$ cat src/core/prp_regs.vh
// Constants for the primary-bus reset and bus-parking block.
// Assumes inclusion by bare name from the core design files.
`ifndef PRP_REGS_VH
`define PRP_REGS_VH

// =============================================================
// Clock and reset timing
// =============================================================
`define PRP_CLK_MHZ       20
`define PRP_RST_MIN_NS    1000
`define PRP_RST_MIN_CLKS  ((`PRP_RST_MIN_NS * `PRP_CLK_MHZ + 999) / 1000)
`define PRP_PARK_CLKS     3'h4
`define PRP_DEVSEL_TMO    3'h5

// =============================================================
// Bus commands and reset values
// =============================================================
`define PRP_CMD_MRD       4'h6
`define PRP_CMD_MWR       4'h7
`define PRP_TGT_RST       32'h00000000
`define PRP_TGT_BASE      32'h00001000

`endif

$ cat src/core/prp_bus_park.v
// Primary-bus reset, strap sampling, parking, master and target drive.
// Assumes every bus pin is synchronous to clk; rst_b is the bus reset.
`timescale 1ns/1ps
`default_nettype none
`include "prp_regs.vh"

module prp_bus_park (
    // Clock and asynchronous bus reset.
    input  wire        clk,
    input  wire        rst_b,
    // Multiplexed address/data, command/enables and parity.
    input  wire [31:0] ad_in,
    output reg  [31:0] ad_out,
    output reg         ad_oe_n,
    input  wire [3:0]  cbe_in,
    output reg  [3:0]  cbe_out,
    output reg         cbe_oe_n,
    output reg         par_out,
    output reg         par_oe_n,
    // Transaction control lines, active low.
    input  wire        frame_in,
    output reg         frame_out,
    output reg         frame_oe_n,
    input  wire        irdy_in,
    output reg         irdy_out,
    output reg         irdy_oe_n,
    input  wire        trdy_in,
    output reg         trdy_out,
    output reg         trdy_oe_n,
    input  wire        stop_in,
    output reg         stop_out,
    output reg         stop_oe_n,
    input  wire        devsel_in,
    output reg         devsel_out,
    output reg         devsel_oe_n,
    // Memory and flush requests.
    output reg         memory_request_n,
    output reg         memory_request_oe_n,
    output reg         flush_request_n,
    output reg         flush_request_oe_n,
    // Arbitration requests and grants.
    input  wire        cpu_bus_request_n,
    input  wire [1:0]  master_request_n,
    input  wire        bridge_own_grant_n,
    output reg         cpu_bus_grant_n,
    output reg         cpu_bus_grant_oe_n,
    output reg         grant0_or_bridge_request_n,
    output reg         grant0_or_bridge_request_oe_n,
    output reg         grant1_or_resume_n,
    output reg         grant1_or_resume_oe_n,
    // User-side master request.
    input  wire        mst_start,
    input  wire        mst_write,
    input  wire [31:0] mst_addr,
    input  wire [3:0]  mst_cmd,
    input  wire [31:0] mst_wdata,
    input  wire [3:0]  mst_be_n,
    output reg         mst_busy,
    output reg         mst_done,
    output reg         mst_abort,
    output reg  [31:0] mst_rdata,
    // User-side target word and status.
    output reg  [31:0] tgt_word,
    output reg         tgt_wr,
    output reg         arb_enabled
);

    // Master states.
    localparam [3:0] M_IDLE  = 4'h1;
    localparam [3:0] M_ADDR  = 4'h2;
    localparam [3:0] M_DATA  = 4'h4;
    localparam [3:0] M_TURN  = 4'h8;
    // Target states.
    localparam [3:0] T_IDLE  = 4'h1;
    localparam [3:0] T_TURNA = 4'h2;
    localparam [3:0] T_DATA  = 4'h4;
    localparam [3:0] T_END   = 4'h8;
    // Grant selections.
    localparam [3:0] G_NONE  = 4'h0;
    localparam [3:0] G_OWN   = 4'h1;
    localparam [3:0] G_CPU   = 4'h2;
    localparam [3:0] G_R0    = 4'h4;
    localparam [3:0] G_R1    = 4'h8;

    wire        run;
    reg         strap_done;
    reg  [2:0]  rel_cnt;
    reg  [3:0]  m_state;
    reg  [3:0]  next_m_state;
    reg  [3:0]  t_state;
    reg  [3:0]  next_t_state;
    reg  [3:0]  gnt_sel;
    reg  [3:0]  next_gnt_sel;
    reg  [2:0]  m_cnt;
    reg  [31:0] m_addr;
    reg  [3:0]  m_cmd;
    reg  [31:0] m_wdata;
    reg  [3:0]  m_be_n;
    reg         m_wr;
    reg         t_wr;
    reg         frame_q;
    wire        bus_idle;
    wire        park_ok;
    wire        own_gnt;
    wire        tmo_hit;
    wire        addr_phase;
    wire        tgt_hit;
    wire        idle_drive;

    // Even parity over address/data and command/enables.
    function prp_parity;
        input [31:0] ad;
        input [3:0]  cbe;
        begin
            prp_parity = (^ad) ^ (^cbe);
        end
    endfunction

    // Merge written bytes into a word, lane n by enable n, active low.
    function [31:0] prp_merge;
        input [31:0] old_w;
        input [31:0] new_w;
        input [3:0]  be_n;
        integer      i;
        begin
            prp_merge = old_w;
            for (i = 0; i < 4; i = i + 1) begin
                if (!be_n[i]) begin
                    prp_merge[i*8 +: 8] = new_w[i*8 +: 8];
                end
            end
        end
    endfunction

    // =============================================================
    // Reset release and strap capture
    // =============================================================
    // Internal machines wait for the synchronised release.
    prp_rst_sync u_rst_sync (
        .clk    (clk),
        .rst_b  (rst_b),
        .srst_b (run)
    );

    // Sample the CPU request level once the release is seen.
    always @(posedge clk or negedge rst_b) begin
        if (!rst_b) begin
            strap_done  <= 1'b0;
            arb_enabled <= 1'b0;
            rel_cnt     <= 3'h0;
        end else begin
            if (run && !strap_done) begin
                strap_done  <= 1'b1;
                arb_enabled <= cpu_bus_request_n;
            end
            if (rel_cnt != `PRP_PARK_CLKS) begin
                rel_cnt <= rel_cnt + 3'h1;
            end
        end
    end

    // Parking may begin the fourth clock after release.
    assign park_ok    = strap_done && arb_enabled &&
                        (rel_cnt >= (`PRP_PARK_CLKS - 3'h1));
    // Idle means frame and initiator ready both sampled high.
    assign bus_idle   = frame_in && irdy_in;
    assign own_gnt    = arb_enabled ? (gnt_sel == G_OWN)
                                    : !bridge_own_grant_n;
    assign tmo_hit    = devsel_in && (m_cnt >= `PRP_DEVSEL_TMO);
    assign addr_phase = !frame_in && frame_q;
    assign tgt_hit    = ({ad_in[31:2], 2'b00} == `PRP_TGT_BASE) &&
                        ((cbe_in == `PRP_CMD_MRD) ||
                         (cbe_in == `PRP_CMD_MWR));

    // =============================================================
    // Arbiter and next-state decode
    // =============================================================
    // Fixed priority: own, CPU, request 0, request 1.
    always @* begin
        next_gnt_sel = gnt_sel;
        if (!arb_enabled || !strap_done) begin
            next_gnt_sel = G_NONE;
        end else if (bus_idle && m_state == M_IDLE) begin
            if (mst_busy) begin
                next_gnt_sel = G_OWN;
            end else if (!cpu_bus_request_n) begin
                next_gnt_sel = G_CPU;
            end else if (!master_request_n[0]) begin
                next_gnt_sel = G_R0;
            end else if (!master_request_n[1]) begin
                next_gnt_sel = G_R1;
            end else begin
                next_gnt_sel = G_NONE;
            end
        end
    end

    // Master sequence: one address phase, then one data phase.
    always @* begin
        next_m_state = m_state;
        case (m_state)
            M_IDLE: begin
                if (run && mst_busy && own_gnt && bus_idle &&
                    t_state == T_IDLE) begin
                    next_m_state = M_ADDR;
                end
            end
            M_ADDR: next_m_state = M_DATA;
            M_DATA: begin
                if (!trdy_in || !stop_in || tmo_hit) begin
                    next_m_state = M_TURN;
                end
            end
            M_TURN: next_m_state = M_IDLE;
            default: next_m_state = M_IDLE;
        endcase
    end

    // Target sequence with a turnaround clock before read data.
    always @* begin
        next_t_state = t_state;
        case (t_state)
            T_IDLE: begin
                if (run && addr_phase && tgt_hit && m_state == M_IDLE) begin
                    next_t_state = (cbe_in == `PRP_CMD_MRD) ? T_TURNA
                                                             : T_DATA;
                end
            end
            T_TURNA: next_t_state = T_DATA;
            T_DATA: begin
                if (!irdy_in) begin
                    next_t_state = T_END;
                end
            end
            T_END: next_t_state = T_IDLE;
            default: next_t_state = T_IDLE;
        endcase
    end

    // Drive low when idle and parked, or idle under own grant.
    assign idle_drive = (next_m_state == M_IDLE) &&
                        (next_t_state == T_IDLE) && bus_idle &&
                        (arb_enabled ?
                         (park_ok && (next_gnt_sel == G_NONE ||
                                      next_gnt_sel == G_OWN))
                         : (strap_done && !bridge_own_grant_n));

    // =============================================================
    // State registers and user side
    // =============================================================
    // Machines, request latch and target word; defaults on reset.
    always @(posedge clk or negedge rst_b) begin
        if (!rst_b) begin
            m_state   <= M_IDLE;
            t_state   <= T_IDLE;
            gnt_sel   <= G_NONE;
            m_cnt     <= 3'h0;
            m_addr    <= 32'h00000000;
            m_cmd     <= 4'h0;
            m_wdata   <= 32'h00000000;
            m_be_n    <= 4'hf;
            m_wr      <= 1'b0;
            t_wr      <= 1'b0;
            frame_q   <= 1'b1;
            mst_busy  <= 1'b0;
            mst_done  <= 1'b0;
            mst_abort <= 1'b0;
            mst_rdata <= 32'h00000000;
            tgt_word  <= `PRP_TGT_RST;
            tgt_wr    <= 1'b0;
        end else if (run) begin
            m_state  <= next_m_state;
            t_state  <= next_t_state;
            gnt_sel  <= next_gnt_sel;
            frame_q  <= frame_in;
            mst_done <= 1'b0;
            tgt_wr   <= 1'b0;
            if (mst_start && !mst_busy) begin
                mst_busy <= 1'b1;
                m_addr   <= mst_addr;
                m_cmd    <= mst_cmd;
                m_wdata  <= mst_wdata;
                m_be_n   <= mst_be_n;
                m_wr     <= mst_write;
            end
            m_cnt <= (m_state == M_DATA) ? m_cnt + 3'h1 : 3'h0;
            // Completion latches read data and reports the outcome.
            if (m_state == M_DATA && next_m_state == M_TURN) begin
                mst_done  <= 1'b1;
                mst_abort <= trdy_in;
                if (!trdy_in && !m_wr) begin
                    mst_rdata <= ad_in;
                end
            end
            if (m_state == M_TURN) begin
                mst_busy <= 1'b0;
            end
            // Target records direction and accepts write bytes.
            if (t_state == T_IDLE && next_t_state != T_IDLE) begin
                t_wr <= (cbe_in == `PRP_CMD_MWR);
            end
            if (t_state == T_DATA && !irdy_in && t_wr) begin
                tgt_word <= prp_merge(tgt_word, ad_in, cbe_in);
                tgt_wr   <= 1'b1;
            end
        end
    end

    // =============================================================
    // Address/data, command/enable and parity drive
    // =============================================================
    // Reset drives low; release floats; then master, target or park.
    always @(posedge clk or negedge rst_b) begin
        if (!rst_b) begin
            ad_out   <= 32'h00000000;
            ad_oe_n  <= 1'b0;
            cbe_out  <= 4'h0;
            cbe_oe_n <= 1'b0;
            par_out  <= 1'b0;
            par_oe_n <= 1'b0;
        end else begin
            par_out  <= prp_parity(ad_out, cbe_out);
            par_oe_n <= ad_oe_n;
            if (run && next_m_state == M_ADDR) begin
                ad_out   <= {m_addr[31:2], 2'b00};
                ad_oe_n  <= 1'b0;
                cbe_out  <= m_cmd;
                cbe_oe_n <= 1'b0;
            end else if (run && next_m_state == M_DATA) begin
                ad_out   <= m_wr ? m_wdata : 32'h00000000;
                ad_oe_n  <= !m_wr;
                cbe_out  <= m_be_n;
                cbe_oe_n <= 1'b0;
            end else if (run && next_t_state == T_DATA && !t_wr &&
                         t_state != T_IDLE) begin
                ad_out   <= tgt_word;
                ad_oe_n  <= 1'b0;
                cbe_out  <= 4'h0;
                cbe_oe_n <= 1'b1;
            end else if (run && idle_drive) begin
                ad_out   <= 32'h00000000;
                ad_oe_n  <= 1'b0;
                cbe_out  <= 4'h0;
                cbe_oe_n <= 1'b0;
            end else begin
                ad_out   <= 32'h00000000;
                ad_oe_n  <= 1'b1;
                cbe_out  <= 4'h0;
                cbe_oe_n <= 1'b1;
            end
        end
    end

    // =============================================================
    // Transaction control drive
    // =============================================================
    // Controls float in reset and drive only within own roles.
    always @(posedge clk or negedge rst_b) begin
        if (!rst_b) begin
            frame_out   <= 1'b1;
            frame_oe_n  <= 1'b1;
            irdy_out    <= 1'b1;
            irdy_oe_n   <= 1'b1;
            trdy_out    <= 1'b1;
            trdy_oe_n   <= 1'b1;
            stop_out    <= 1'b1;
            stop_oe_n   <= 1'b1;
            devsel_out  <= 1'b1;
            devsel_oe_n <= 1'b1;
        end else begin
            frame_out  <= !(run && next_m_state == M_ADDR);
            irdy_out   <= !(run && next_m_state == M_DATA);
            frame_oe_n <= !run || next_m_state == M_IDLE;
            irdy_oe_n  <= !run || next_m_state == M_IDLE;
            devsel_out <= !(run && (next_t_state == T_TURNA ||
                                    next_t_state == T_DATA));
            trdy_out   <= !(run && next_t_state == T_DATA);
            stop_out   <= 1'b1;
            devsel_oe_n <= !run || next_t_state == T_IDLE;
            trdy_oe_n   <= !run || next_t_state == T_IDLE;
            stop_oe_n   <= !run || next_t_state == T_IDLE;
        end
    end

    // =============================================================
    // Requests and grants drive
    // =============================================================
    // Float in reset; inactive requests and scheme grants after.
    always @(posedge clk or negedge rst_b) begin
        if (!rst_b) begin
            memory_request_n              <= 1'b1;
            memory_request_oe_n           <= 1'b1;
            flush_request_n               <= 1'b1;
            flush_request_oe_n            <= 1'b1;
            cpu_bus_grant_n               <= 1'b1;
            cpu_bus_grant_oe_n            <= 1'b1;
            grant0_or_bridge_request_n    <= 1'b1;
            grant0_or_bridge_request_oe_n <= 1'b1;
            grant1_or_resume_n            <= 1'b1;
            grant1_or_resume_oe_n         <= 1'b1;
        end else begin
            memory_request_n    <= 1'b1;
            memory_request_oe_n <= 1'b0;
            flush_request_n     <= 1'b1;
            flush_request_oe_n  <= 1'b0;
            if (strap_done && arb_enabled) begin
                cpu_bus_grant_n               <= !next_gnt_sel[1];
                cpu_bus_grant_oe_n            <= 1'b0;
                grant0_or_bridge_request_n    <= !next_gnt_sel[2];
                grant0_or_bridge_request_oe_n <= 1'b0;
                grant1_or_resume_n            <= !next_gnt_sel[3];
                grant1_or_resume_oe_n         <= 1'b0;
            end else if (strap_done) begin
                cpu_bus_grant_n               <= 1'b1;
                cpu_bus_grant_oe_n            <= 1'b1;
                grant0_or_bridge_request_n    <= !mst_busy;
                grant0_or_bridge_request_oe_n <= 1'b0;
                grant1_or_resume_n            <= 1'b1;
                grant1_or_resume_oe_n         <= 1'b0;
            end else begin
                cpu_bus_grant_n               <= 1'b1;
                cpu_bus_grant_oe_n            <= 1'b1;
                grant0_or_bridge_request_n    <= 1'b1;
                grant0_or_bridge_request_oe_n <= 1'b1;
                grant1_or_resume_n            <= 1'b1;
                grant1_or_resume_oe_n         <= 1'b1;
            end
        end
    end

endmodule // prp_bus_park

`default_nettype wire

$ cat src/core/prp_rst_sync.v
// Reset release synchroniser for the primary-bus block.
// Assumes rst_b may change at any time relative to clk.
`timescale 1ns/1ps
`default_nettype none

// =============================================================
// Two-stage reset synchroniser
// =============================================================
module prp_rst_sync (
    // Clock and raw reset.
    input  wire clk,
    input  wire rst_b,
    // Synchronised release, asserted asynchronously.
    output reg  srst_b
);

    reg stage1;

    // Assertion acts at once, release passes two flip-flops.
    always @(posedge clk or negedge rst_b) begin
        if (!rst_b) begin
            stage1 <= 1'b0;
            srst_b <= 1'b0;
        end else begin
            stage1 <= 1'b1;
            srst_b <= stage1;
        end
    end

endmodule // prp_rst_sync

`default_nettype wire
$ cat config.mk
export PLATFORM = sky130hd
export DESIGN_NAME = prp_bus_park
export DESIGN_NICKNAME = d
export VERILOG_FILES = /design/src/core/prp_bus_park.v /design/src/core/prp_rst_sync.v
export VERILOG_INCLUDE_DIRS = /design/src /design/src/core
export SDC_FILE = /design/constraint.sdc
export NUM_CORES = 1
export LEC_CHECK = 0
export BUFFER_PORTS_ARGS = -buffer_cell sky130_fd_sc_hd__buf_2
export CORE_ASPECT_RATIO = 1.75
export CORE_MARGIN = 2
export CORE_UTILIZATION = 30
export DETAILED_ROUTE_END_ITERATION = 8
export SYNTH_ARGS = -nofsm -noshare
export SYNTH_HDL_FRONTEND = slang
export SYNTH_HIERARCHICAL = 1
export SYNTH_SLANG_ARGS = --single-unit
$ cat constraint.sdc
create_clock -name clk -period 4.5 [get_ports clk]
set_clock_uncertainty 0.15 [all_clocks]
set_input_delay 0.45 -clock clk [delete_from_list [all_inputs] [get_ports clk]]
set_output_delay 0.45 -clock clk [all_outputs]
set_load 0.02 [all_outputs]
[After elaboration in Yosys (flattened, before gate mapping)]
Cells that the tools add are included.
Word-level totals
  bits in registers: 217
  memories: 0
  RAM bits: 0
  memory bits (read-only): 0
  latch bits: 0
  input bits: 121
Operators by class
  bitwise gates (word level): 5
  $lt $le $gt $ge: 2
  eq/ne operators: 22
  muxes and demuxes: 40
  shift operators: 0
  div/mod/pow operators: 0
  reductions and logical operators: 72
  add/subtract/negate cells: 2
  $mul: 0
Operator list (number)
  $mux W32: 4
  $mux W4: 12
  $logic_and A1 B1 Y1: 33
  $reduce_xor A32 Y1: 1
  $eq A30 B11 Y1 const B: 1
  $eq A4 B1 Y1 const B: 6
  $eq A4 B3 Y1 const B: 6
  $pmux W4 S3: 2
  $mux W1: 20
  $logic_not A1 Y1: 18
  $eq A4 B2 Y1 const B: 4
  $reduce_and A3 Y1: 5
  $eq A4 B4 Y1 const B: 2
  $logic_or A1 B1 Y1: 8
  $ne A4 B1 Y1 const B: 2
  $reduce_and A2 Y1: 4
  $add A3 B1 Y3 const B: 2
  $mux W3: 2
  $logic_not A4 Y1: 1
  $not A1 Y1: 4
  $reduce_xor A4 Y1: 1
  $ge A3 B2 Y1 const B: 1
  $ge A3 B3 Y1 const B: 1
  $ne A3 B3 Y1 const B: 1
  2 further kinds: 2

[Logic depth before layout (Yosys ltp)]
Gate-level depths: netlist (run 1).
  depth in word-level cells: 16
  gate-level depth with buffers: 9
  mapped depth without buffers: 8

[Cells and area by module]
The synthesis (run 1) kept the hierarchy.
By module, submodules not included
  prp_bus_park: sequential area each 5353.9 sq um, area an instance 8891.0 sq um, times used 1, cells each 639
  prp_rst_sync: sequential area each 50.0 sq um, area an instance 53.8 sq um, times used 1, cells each 3

[Least setup slack after synthesis (run 1)]
OpenSTA, ideal clock, no wires.
  path type: register to register
  start: reg t_state[1]
  end: reg ad_out[28]
  slack: 2.111 ns
  cell stages (with the launch flop): 7
  arrival time: 2.173 ns
  path buffers: 1
  cell sequence: dfrtp_1 > nor4b_4 > nand4_1 > o41a_1 > nor4_4 > buf_6 > a221o_1
On the way
  cells in the longest elaborated chain, start to end: 9
Ends and longest elaborated chain
  start, declared: RTL line prp_bus_park.v:90  | reg [3:0] t_state;
  start signal, assigned: RTL line prp_bus_park.v:273  | t_state <= next_t_state;
  $eq A4 B3 Y1 (tied with other cells): RTL line prp_bus_park.v:222  | case (t_state)
  $pmux W4 S3: RTL line prp_bus_park.v:222
  $eq A4 B3 Y1: RTL line prp_bus_park.v:334  | end else if (run && next_t_state == T_DATA && !t_wr &&
  $logic_and A1 B1 Y1 (3 in a row): RTL line prp_bus_park.v:334
  $mux W32: RTL line prp_bus_park.v:334
  $mux W32: RTL line prp_bus_park.v:329  | end else if (run && next_m_state == M_DATA) begin
  $mux W32 (*): RTL line prp_bus_park.v:324  | if (run && next_m_state == M_ADDR) begin
  end signal, assigned: RTL line prp_bus_park.v:325  | ad_out <= {m_addr[31:2], 2'b00};
  end signal, assigned: RTL line prp_bus_park.v:330  | ad_out <= m_wr ? m_wdata : 32'h00000000;
  end signal, assigned: RTL line prp_bus_park.v:336  | ad_out <= tgt_word;
  end, declared: RTL line prp_bus_park.v:13  | output reg [31:0] ad_out,
Every way passes the cells marked *; elsewhere a longest branch is shown, timed or not.
A chain may end at the register's enable or synchronous reset.

[Final worst setup path (run 1)]
  start: reg m_state[1]
  end: reg ad_out[15]
On the way
  cells in the longest elaborated chain, start to end: 11
Ends and longest elaborated chain
  start, declared: RTL line prp_bus_park.v:88  | reg [3:0] m_state;
  start signal, assigned: RTL line prp_bus_park.v:272  | m_state <= next_m_state;
  $eq A4 B1 Y1: RTL line prp_bus_park.v:201, prp_bus_park.v:224
  $logic_and A1 B1 Y1: RTL line prp_bus_park.v:224  | if (run && addr_phase && tgt_hit && m_state == M_IDLE) begin
  $mux W4: RTL line prp_bus_park.v:224
  $pmux W4 S3: RTL line prp_bus_park.v:222
  $eq A4 B3 Y1: RTL line prp_bus_park.v:334
  $logic_and A1 B1 Y1 (3 in a row): RTL line prp_bus_park.v:334
  $mux W32: RTL line prp_bus_park.v:334
  $mux W32: RTL line prp_bus_park.v:329
  $mux W32 (*): RTL line prp_bus_park.v:324
Marked as above.

==> key figures, run 1 <==
Route
  – Vias per std cell: between 4 and 5
  – Number of DRC violations after detailed routing: 0
  – Wire length reported by the detailed router: between 20 and 30 mm
  – Antenna viol nets, final: 0
  – 1st-iter DRT viols: between 200 and 300
  – Router iterations before antenna repair: 4
  – DR vias: roughly 6000
  – Routed WL per cell: around 20 µm

Setup path
  – Cell-by-cell listing of the critical path: nor4b_2 -> nand4_1 -> o41a_1 -> nor4_4 -> buf_12 -> a221o_1
  – CP endpoint kind: flip-flop
  – Cell at the slowest stage of the critical path: nor4b_2
  – Data arrival time of the worst path: about 3500 ps
  – Startpoint of the worst-slack reg-to-reg timing path: m_state[1]
  – Largest fanout on the critical path: 30
  – Start point of the critical path: m_state[1]
  – Number of stages on the worst setup path: 6
  – Reg2Reg Capture Point: ad_out[15]
  – Depth of the worst register-to-register path: 6
  – Type of the worst setup path: reg2reg
  – Number of buffers and inverters on the critical path: 1
  – Capture point of the worst path: ad_out[15]
  – Setup slack on the worst flop-to-flop path: roughly 1300 ps
  – Critical Path Max Stage Delay: approximately 700 ps
  – Family with the most delay on the worst path: simple AND/OR/NAND/NOR gates
  – CP Data Required Time: roughly 4800 ps
  – Sort of element at the start of the critical path: flip-flop

Synth
  – Synth Register Bits: roughly 220
  – Synthesized netlist cell count: 642
  – Number of enable-type register cells in the synthesized netlist: 0
  – Most used DFF post-synth: dfrtp_1
  – Sequential share of the synthesized area: roughly 60%
  – Number of distinct standard cells referenced by the synthesized netlist: 52
  – Synth Warn #: 6
  – Share of synthesized flip-flops with an asynchronous set or reset: 100%
  – Synthesized area divided by synthesized cell count: around 14 µm²
  – Summed instance area of the synthesized netlist: approximately 9000 µm²

Floorplan
  – Ports placed on the boundary: 250
  – # rows: a little over 80
  – Overall die height: 232 µm
  – Initial Util: between 30% and 40%
  – Die area: about 31000 µm²
  – Core Area: a little under 30000 µm²
  – Die X: 135 µm

Placement
  – Placed cells: approximately 1200
  – Cell area reported after detailed placement: 10500 µm²
  – Routability congestion estimate from global placement: 0.794
  – Half-perimeter wire length after detailed placement: 18.8 mm
  – Number of buffers inserted by port buffering: 244

Final layout
  – Post-route insts no fill: between 1000 and 1500
  – Layout overhead on the synthesized area: 29.9%
  – Final Cell Area: 11600 µm²
  – Layout cells sized above 1: 49.7%
  – Most common library cell in the layout ignoring fill and taps: buf_2
  – Most frequent cells in the layout: 243 x buf_2, 196 x dfrtp_1, 139 x mux2_2
  – Net count, final: approximately 1000
  – Util after Layout: slightly below 40%

STA
  – Unrepaired setup endpoints after global routing: false
  – Final Max Slew Viols: 0
  – Relative max-transition margin: a little under a third
  – Final setup TNS: 0 ps
  – Final period utilization: roughly 71%
  – Minimum clock period after layout: approximately 3200 ps
  – Setup-violating endpoint count in the final report: 0
  – Final hold violations: 0
  – Maximum clock frequency: 314 MHz
  – Transition at the pin with the smallest max-transition slack: 1050 ps

Power and ir drop
  – Worst vdd rail ir drop: just over 300 µV
  – Total power: 4630 µW
  – Power per Cell Area: between 300 and 400 nW/µm²
  – Leakage power of the design: between 0.005 and 0.006 µW

Global routing
  – Global-route wire length before repair: just under 40 mm
  – Number of global-route vias before repair: about 6500
  – Pin count of the biggest net entering global routing: 93
  – GRT overflow: 0
  – Overall track demand over capacity in global routing: 16.4%
  – Number of antenna violations at the first check in global routing: 5

Clock network
  – Number of instances resized during post-cts repair: 0
  – Total number of clock tree sinks: 215
  – Maximum count of clock buffers along a single path: 3
  – Clock tree from TritonCTS: built
  – Register clock-pin slew on the reported worst setup and hold paths: 70 ps
  – Clock latency reported for the late side of the worst-skew pair: approximately 520 ps
  – Clock Tree Root: clkbuf_16
  – Clock buffer count from CTS: 22
  – Maximum level of the CTS H-tree: 1

Run
  – Max_cap viols: 0

Outcome
  – Result of the run: finished, final reports clean

Min path
  – Hold WC Path Type: in2reg
[metal layers]
metal | vias up | global-route usage, % | share of wire, %
met5 | - | 0 | 0.097
met2 | 165 | 30.9 | 56
met4 | 4 | 6.84 | 3.6
met1 | 3104 | 17.8 | 36
met3 | 53 | 2.77 | 4.3
li1 | 2807 | - | -
[power by group]
group	leakage (µW)	internal, µW	switching, µW
combinational	0.00263	203	197
clock	0.000397	1290	778
sequential	0.00276	2090	76.6
[per-stage QoR]
step,hold WS (ps),setup slack (ps)
floorplan,4.41,2110
global placement,181,1180
detailed placement,186,1180
CTS,0.00772,1290
global route,6.87,1150
finish,20.2,1310
[registers in the layout, summed over array words and instances (netlist names), 30 cells and up]
name       cells
ad_out        32
m_wdata       32
m_addr        30
tgt_word      32
mst_rdata     32
[what timing repair did]
| item | 4_1_cts | 5_1_grt |
|---|---|---|
| hold buffers | 25 | 0 |
| setup buffers | 0 | 0 |
| hold endpoints to repair | 101 | 0 |
| setup endpoints to repair | 0 | 0 |
[cell usage after synthesis (4+ instances only)]
master | n | area share, %
xnor2_1 | 31 | 3.0
buf_2 | 6 | 0.34
nand3_1 | 10 | 0.56
nor2_1 | 6 | 0.25
nor4_1 | 9 | 0.63
nand2_1 | 17 | 0.71
buf_1 | 5 | 0.21
a22o_1 | 7 | 0.69
nor3_1 | 4 | 0.22
inv_1 | 18 | 0.76
xor2_1 | 5 | 0.49
mux2_2 | 139 | 17
and2_1 | 34 | 2.4
clkbuf_1 | 19 | 0.80
ha_1 | 5 | 0.70
buf_4 | 8 | 0.67
dfrtp_1 | 196 | 55
dfstp_2 | 19 | 5.6
a21oi_1 | 5 | 0.28
o21ai_0 | 19 | 1.1
a221o_1 | 30 | 3.4
[cell families (layout without fill, tap and decap cells)]
family	count (synthesis)	count (layout)	synth area share (%)
AND/OR/NAND/NOR	105	105	7.29
multiplexers	141	141	17.7
AO/OA/AOI/OAI	77	77	6.81
buffers and inverters	59	335	3.15
adder cells (fa/ha/maj)	5	5	0.699
XOR/XNOR	37	37	3.78
flip-flops	215	215	60.4
other	3	8	0.126
[final cells by class]
class                   instances  area [µm²]
diodes                          3        7.51
multi-input cells             370        3280
well taps                     382         478
clock inverters                 8         168
inverters                      18        67.6
clock buffers                  32         649
fillers                      2818       17800
repair buffers                277        1570
flip-flops and latches        215        5400
[how the worst min path moves through the flow]
stage,from,to,slack [ps],depth (start not counted)
final,mst_addr[25],m_addr[25],20,2
after global routing,mst_be_n[1],m_be_n[1],7,2
after CTS,mst_addr[19],m_addr[19],0.008,2
after detailed placement,u_rst_sync/stage1,u_rst_sync/srst_b,190,0
after global placement,u_rst_sync/stage1,u_rst_sync/srst_b,180,0
after floorplan,rst_b,ad_oe_n,4,0
Note: power is estimated with default switching activity, not from simulation.
==> run 2: changes to the inputs <==
- clock period: 4.5 -> 2.77 ns (I/O delays scaled with it)
==> run 2 against run 1 <==
Sequential share of layout area down 3.6 points. Utilization up 3.3 points. Register-to-register slack worse by 1100 ps. Non-clock buffer count up 110. Die area unchanged. Cell count up 8.2%. Routed wire length up 3.6%. Clock power up 40%. Largest cell class unchanged.
==> key figures, run 2 (same netlist as run 1, synthesis figures left out) <==
Outcome
  – Result of the run: finished, final reports clean

STA
  – Final period utilization: a little over nine tenths
  – Setup-violating endpoint count in the final report: 0
  – Unrepaired setup endpoints after global routing: false
  – Final Max Slew Viols: 0
  – Worst hold slack across all endpoints: ~160 ps
  – Final hold violations: 0
  – Minimum setup slack in the final design: roughly 150 ps
  – Maximum clock frequency: 381 MHz
  – Transition at the pin with the smallest max-transition slack: 631 ps
  – Minimum clock period after layout: approximately 2600 ps
  – Relative max-transition margin: a little under 60%

Placement
  – Minimum setup slack after placement: -24.3 ps
  – Placed cells: around 1300
  – Routability congestion estimate from global placement: around 0.78
  – Number of buffers inserted by port buffering: 244
  – Half-perimeter wire length after detailed placement: about 19 mm

Final layout
  – Post-route insts no fill: 1412
  – Area occupied by multi-input gates: 3310 µm²
  – Layout overhead on the synthesized area: 40.8%
  – Layout cells sized above 1: 46.7%
  – Most common library cell in the layout ignoring fill and taps: buf_2
  – Fillcell total: 2719
  – Most frequent cells in the layout: 243 x buf_2, 196 x dfrtp_1, 139 x mux2_2
  – Net count, final: between 1000 and 1500
  – Number of antenna diodes: 0
  – FF+latch area: about 5400 µm²
  – Util after Layout: between 40% and 50%

Route
  – Antenna viol nets, final: 0
  – Met1 Wirelength: ~9.5 mm
  – 1st-iter DRT viols: roughly 290
  – Routed WL per cell: 19.0 µm
  – Wire length reported by the detailed router: ~27 mm
  – Number of DRC violations after detailed routing: 0
  – Max Used Layer: met5
  – Met3 WL post-DR: 1.09 mm
  – Vias per std cell: roughly 4.6
  – Router iterations before antenna repair: 4
  – Routed length on met2: 15.1 mm
  – DR vias: approximately 6500

Run
  – Max_cap viols: 0

Floorplan
  – Core Area: about 29000 µm²
  – Die area: roughly 31000 µm²
  – Die X: ~130 µm
  – Initial Util: 30.4%
  – Ports placed on the boundary: between 200 and 300
  – # rows: just over 80
  – Overall die height: around 230 µm

Setup path
  – CP endpoint kind: flip-flop
  – Data arrival time of the worst path: ~3000 ps
  – Largest fanout on the critical path: 30
  – Sort of element at the start of the critical path: input pin
  – Type of the worst setup path: in2reg
  – Critical Path Max Stage Delay: between 500 and 600 ps
  – Family with the most delay on the worst path: simple AND/OR/NAND/NOR gates
  – Number of buffers and inverters on the critical path: 3
  – Cell at the slowest stage of the critical path: dlygate4sd3_1
  – CP Data Required Time: around 3100 ps
  – Cell-by-cell listing of the critical path: dlygate4sd3_1 -> buf_2 -> nor4_1 -> nand4_1 -> o41a_1 -> nor4_4 -> buf_12 -> a221o_1

Global routing
  – GRT overflow: 0
  – Global-route wire length before repair: ~40 mm
  – Overall track demand over capacity in global routing: 17.1%
  – Number of global-route vias before repair: roughly 7000
  – Number of antenna violations at the first check in global routing: 1
  – Pin count of the biggest net entering global routing: between 70 and 80

Power and ir drop
  – Power per Cell Area: 570 nW/µm²
  – Worst vdd rail ir drop: between 400 and 500 µV
  – Leakage power of the design: around 0.0062 µW

Clock network
  – Total number of clock tree sinks: about 220
  – Register clock-pin slew on the reported worst setup and hold paths: roughly 60 ps
  – Clock Tree Root: clkbuf_16
  – Clock latency reported for the late side of the worst-skew pair: roughly 520 ps
  – Clock buffer count from CTS: 22
  – Maximum count of clock buffers along a single path: 3
  – Clock tree from TritonCTS: built
  – Maximum level of the CTS H-tree: 1

Min path
  – Hold WC Path Type: in2reg
[run 2: path summary, 6_finish.rpt]
path	startpoint	endpoint	slack, ps	depth (start not counted)
worst max register to register	m_state[0]	ad_out[27]	240	6
worst min register to register	u_rst_sync/stage1	u_rst_sync/srst_b	200	0
worst max-delay path	ad_in[16]	ad_out[27]	150	8
max in group asynchronous	rst_b	m_be_n[0]	1510	3
min in group asynchronous	rst_b	mst_rdata[13]	180	2
worst min-delay path	cbe_in[2]	tgt_word[18]	160	3
[run 2: area by class of cell]
cell class / instances / share of cell area (%)
sequential: 215 / 42.9
multi-input combinational: 370 / 26.3
timing repair buffer: 387 / 21.0
clock buffer: 38 / 5.41
tap: 382 / 3.79
inverter: 18 / 0.536
clock inverter: 2 / 0.0795
[run 2: per-stage QoR]
step           TNS [ps]  instance area (µm²)  power [µW]
2_1_floorplan         0                 8950        3890
6_report              0                12600        7190
3_3_place_gp       -294                10800        4200
5_1_grt               0                12600        7490
3_5_place_dp       -297                10800        4230
4_1_cts               0                12600        7300
[run 2: report_power, final]
part	internal [µW]	leakage, µW	total [µW]	switching, µW
sequential	3400	0.00276	3520	121
clock	1660	0.000339	2900	1230
combinational	424	0.00312	773	349
[run 2: routing by layer]
metal	vias to the layer above	GRT usage, %
met5	-	0
met4	2	7.89
met3	58	2.57
met2	180	32.7
met1	3261	18.1
li1	3029	-
[run 2: repair_timing]
item / CTS / global route
endpoints found under the setup margin: 0 / 54
gates resized for setup: 0 / 5
hold endpoints to repair: 214 / 0
hold buffers: 111 / 0
buffers inserted: 0 / 0
[run 2: worst reg2reg max path, stage by stage (launching register included)]
cell and delay (ps):
dfstp_2 570, nor4b_2 320, nand4_1 180, o41a_1 470, nor4_4 310, buf_12 250
a221o_1 220
==> run 3: changes to the inputs <==
- MAX_ROUTING_LAYER: default -> met4
==> run 3 against run 2 <==
Global-route usage increased by 0.50 points. Total power about the same. Sequential power about the same. Cell count about the same. Utilization about the same. Routed wire length about the same. Fmax decreased by 1.1%. Final area about the same. Worst setup slack got worse by 28 ps. Clock power about the same. Largest cell class unchanged.
==> key figures, run 3 (same netlist as run 1, synthesis figures left out) <==
Power and ir drop
  – Total power: 7190 µW
  – Leakage power of the design: between 0.006 and 0.007 µW
  – Power per Cell Area: ~570 nW/µm²
  – Worst vdd rail ir drop: around 430 µV

Global routing
  – Overall track demand over capacity in global routing: about 18%
  – Number of global-route vias before repair: approximately 7000
  – Pin count of the biggest net entering global routing: 77
  – Global-route wire length before repair: 40.4 mm
  – GRT overflow: 0
  – Number of antenna violations at the first check in global routing: 1

Setup path
  – Data arrival time of the worst path: 2950 ps
  – Type of the worst setup path: in2reg
  – Capture point of the worst path: ad_out[27]
  – CP Data Required Time: 3070 ps
  – Startpoint of the worst-slack reg-to-reg timing path: frame_q
  – Depth of the worst register-to-register path: 7
  – Start point of the critical path: ad_in[17]
  – Setup slack on the worst flop-to-flop path: ~250 ps
  – Reg2Reg Capture Point: ad_out[27]
  – Sort of element at the start of the critical path: input pin
  – CP endpoint kind: flip-flop
  – Largest fanout on the critical path: 30

Floorplan
  – # rows: slightly above 80
  – Die X: between 100 and 150 µm
  – Initial Util: between 30% and 40%
  – Die area: between 30000 and 40000 µm²
  – Core Area: 29400 µm²
  – Overall die height: roughly 230 µm
  – Ports placed on the boundary: 250

Route
  – Met1 Wirelength: 9.60 mm
  – DR vias: about 6600
  – Antenna viol nets, final: 0
  – 1st-iter DRT viols: around 250
  – Routed WL per cell: 19.0 µm
  – Router iterations before antenna repair: 4
  – Number of DRC violations after detailed routing: 0
  – Met3 WL post-DR: between 1 and 1.5 mm
  – Routed length on met2: roughly 15 mm
  – Max Used Layer: met4
  – Wire length reported by the detailed router: roughly 27 mm
  – Vias per std cell: 4.64

Final layout
  – Most frequent cells in the layout: 243 x buf_2, 196 x dfrtp_1, 139 x mux2_2
  – Net count, final: ~1100
  – Fillcell total: around 2700
  – Layout cells sized above 1: 46.7%
  – Layout overhead on the synthesized area: 40.9%
  – Most common library cell in the layout ignoring fill and taps: buf_2

STA
  – Relative max-transition margin: 58.5%
  – Minimum clock period after layout: approximately 2700 ps
  – Transition at the pin with the smallest max-transition slack: between 600 and 700 ps
  – Maximum clock frequency: 377 MHz
  – Minimum setup slack in the final design: approximately 120 ps
  – Final hold violations: 0
  – Final setup TNS: 0 ps
  – Final Max Slew Viols: 0
  – Worst hold slack across all endpoints: roughly 160 ps
  – Final period utilization: a little over nine tenths
  – Setup-violating endpoint count in the final report: 0
  – Unrepaired setup endpoints after global routing: false

Run
  – Max_cap viols: 0

Placement
  – Routability congestion estimate from global placement: 0.793
  – Half-perimeter wire length after detailed placement: 19.2 mm
  – Number of buffers inserted by port buffering: around 240
  – Minimum setup slack after placement: -24.3 ps

Clock network
  – Maximum count of clock buffers along a single path: 3
  – Total number of clock tree sinks: about 220
  – Register clock-pin slew on the reported worst setup and hold paths: around 60 ps
  – Clock Tree Root: clkbuf_16
  – Clock latency reported for the late side of the worst-skew pair: around 520 ps
  – Maximum level of the CTS H-tree: 1
  – Clock buffer count from CTS: 22
  – Clock tree from TritonCTS: built
  – Number of setup buffers added after CTS: 0

Outcome
  – Result of the run: finished, final reports clean

Min path
  – Hold WC Path Type: in2reg
## run 3: critical path, stage by stage
cell,delay (ps)
dlygate4sd3_1,540
buf_2,160
nor4_2,420
buf_4,190
nand4_1,110
o41a_1,470
nor4_4,310
buf_12,250
a221o_1,180
## run 3: cell type report
cell class              instances  area (µm²)  area share, %
well taps                     382         478           3.79
inverters                      18        67.6          0.536
multi-input cells             370        3310           26.3
diodes                          1        2.50         0.0199
clock buffers                  38         682           5.41
repair buffers                387        2650           21.0
clock inverters                 2        10.0         0.0794
flip-flops and latches        215        5400           42.9
## run 3: per-layer routing
| layer | track usage, % | vias up |
|---|---|---|
| met4 | 7.89 | 0 |
| li1 | - | 3030 |
| met5 | - | - |
| met2 | 32.7 | 183 |
| met1 | 18.4 | 3278 |
| met3 | 2.24 | 61 |
## run 3: worst min path at each step
stage	from	depth (start not counted)	endpoint
2_1_floorplan	rst_b	0	ad_oe_n
3_3_place_gp	rst_b	1	mst_rdata[15]
3_5_place_dp	rst_b	1	mst_rdata[13]
4_1_cts	cbe_in[2]	3	tgt_word[18]
5_1_grt	cbe_in[3]	3	tgt_word[28]
6_report	cbe_in[2]	3	tgt_word[18]
## run 3: per-stage QoR
step | cells | cell area (µm²) | utilization, %
6_report | 1413 | 12600 | 42.9
5_1_grt | 1413 | 12600 | 42.9
4_1_cts | 1412 | 12600 | 42.8
3_5_place_dp | 1261 | 10800 | 36.6
3_3_place_gp | 1261 | 10800 | 36.6
2_1_floorplan | 644 | 8950 | -
## run 3: timing repair
item | 4_1_cts | 5_1_grt
hold buffers | 111 | 0
gates resized for setup | 0 | 5
endpoints found under the setup margin | 0 | 54
endpoints found under the hold margin | 214 | 0
## run 3: report_power, final
| part | switching, µW | leakage [µW] | internal, µW |
|---|---|---|---|
| Sequential | 121 | 0.00276 | 3400 |
| Clock | 1230 | 0.000339 | 1660 |
| Combinational | 349 | 0.00312 | 424 |
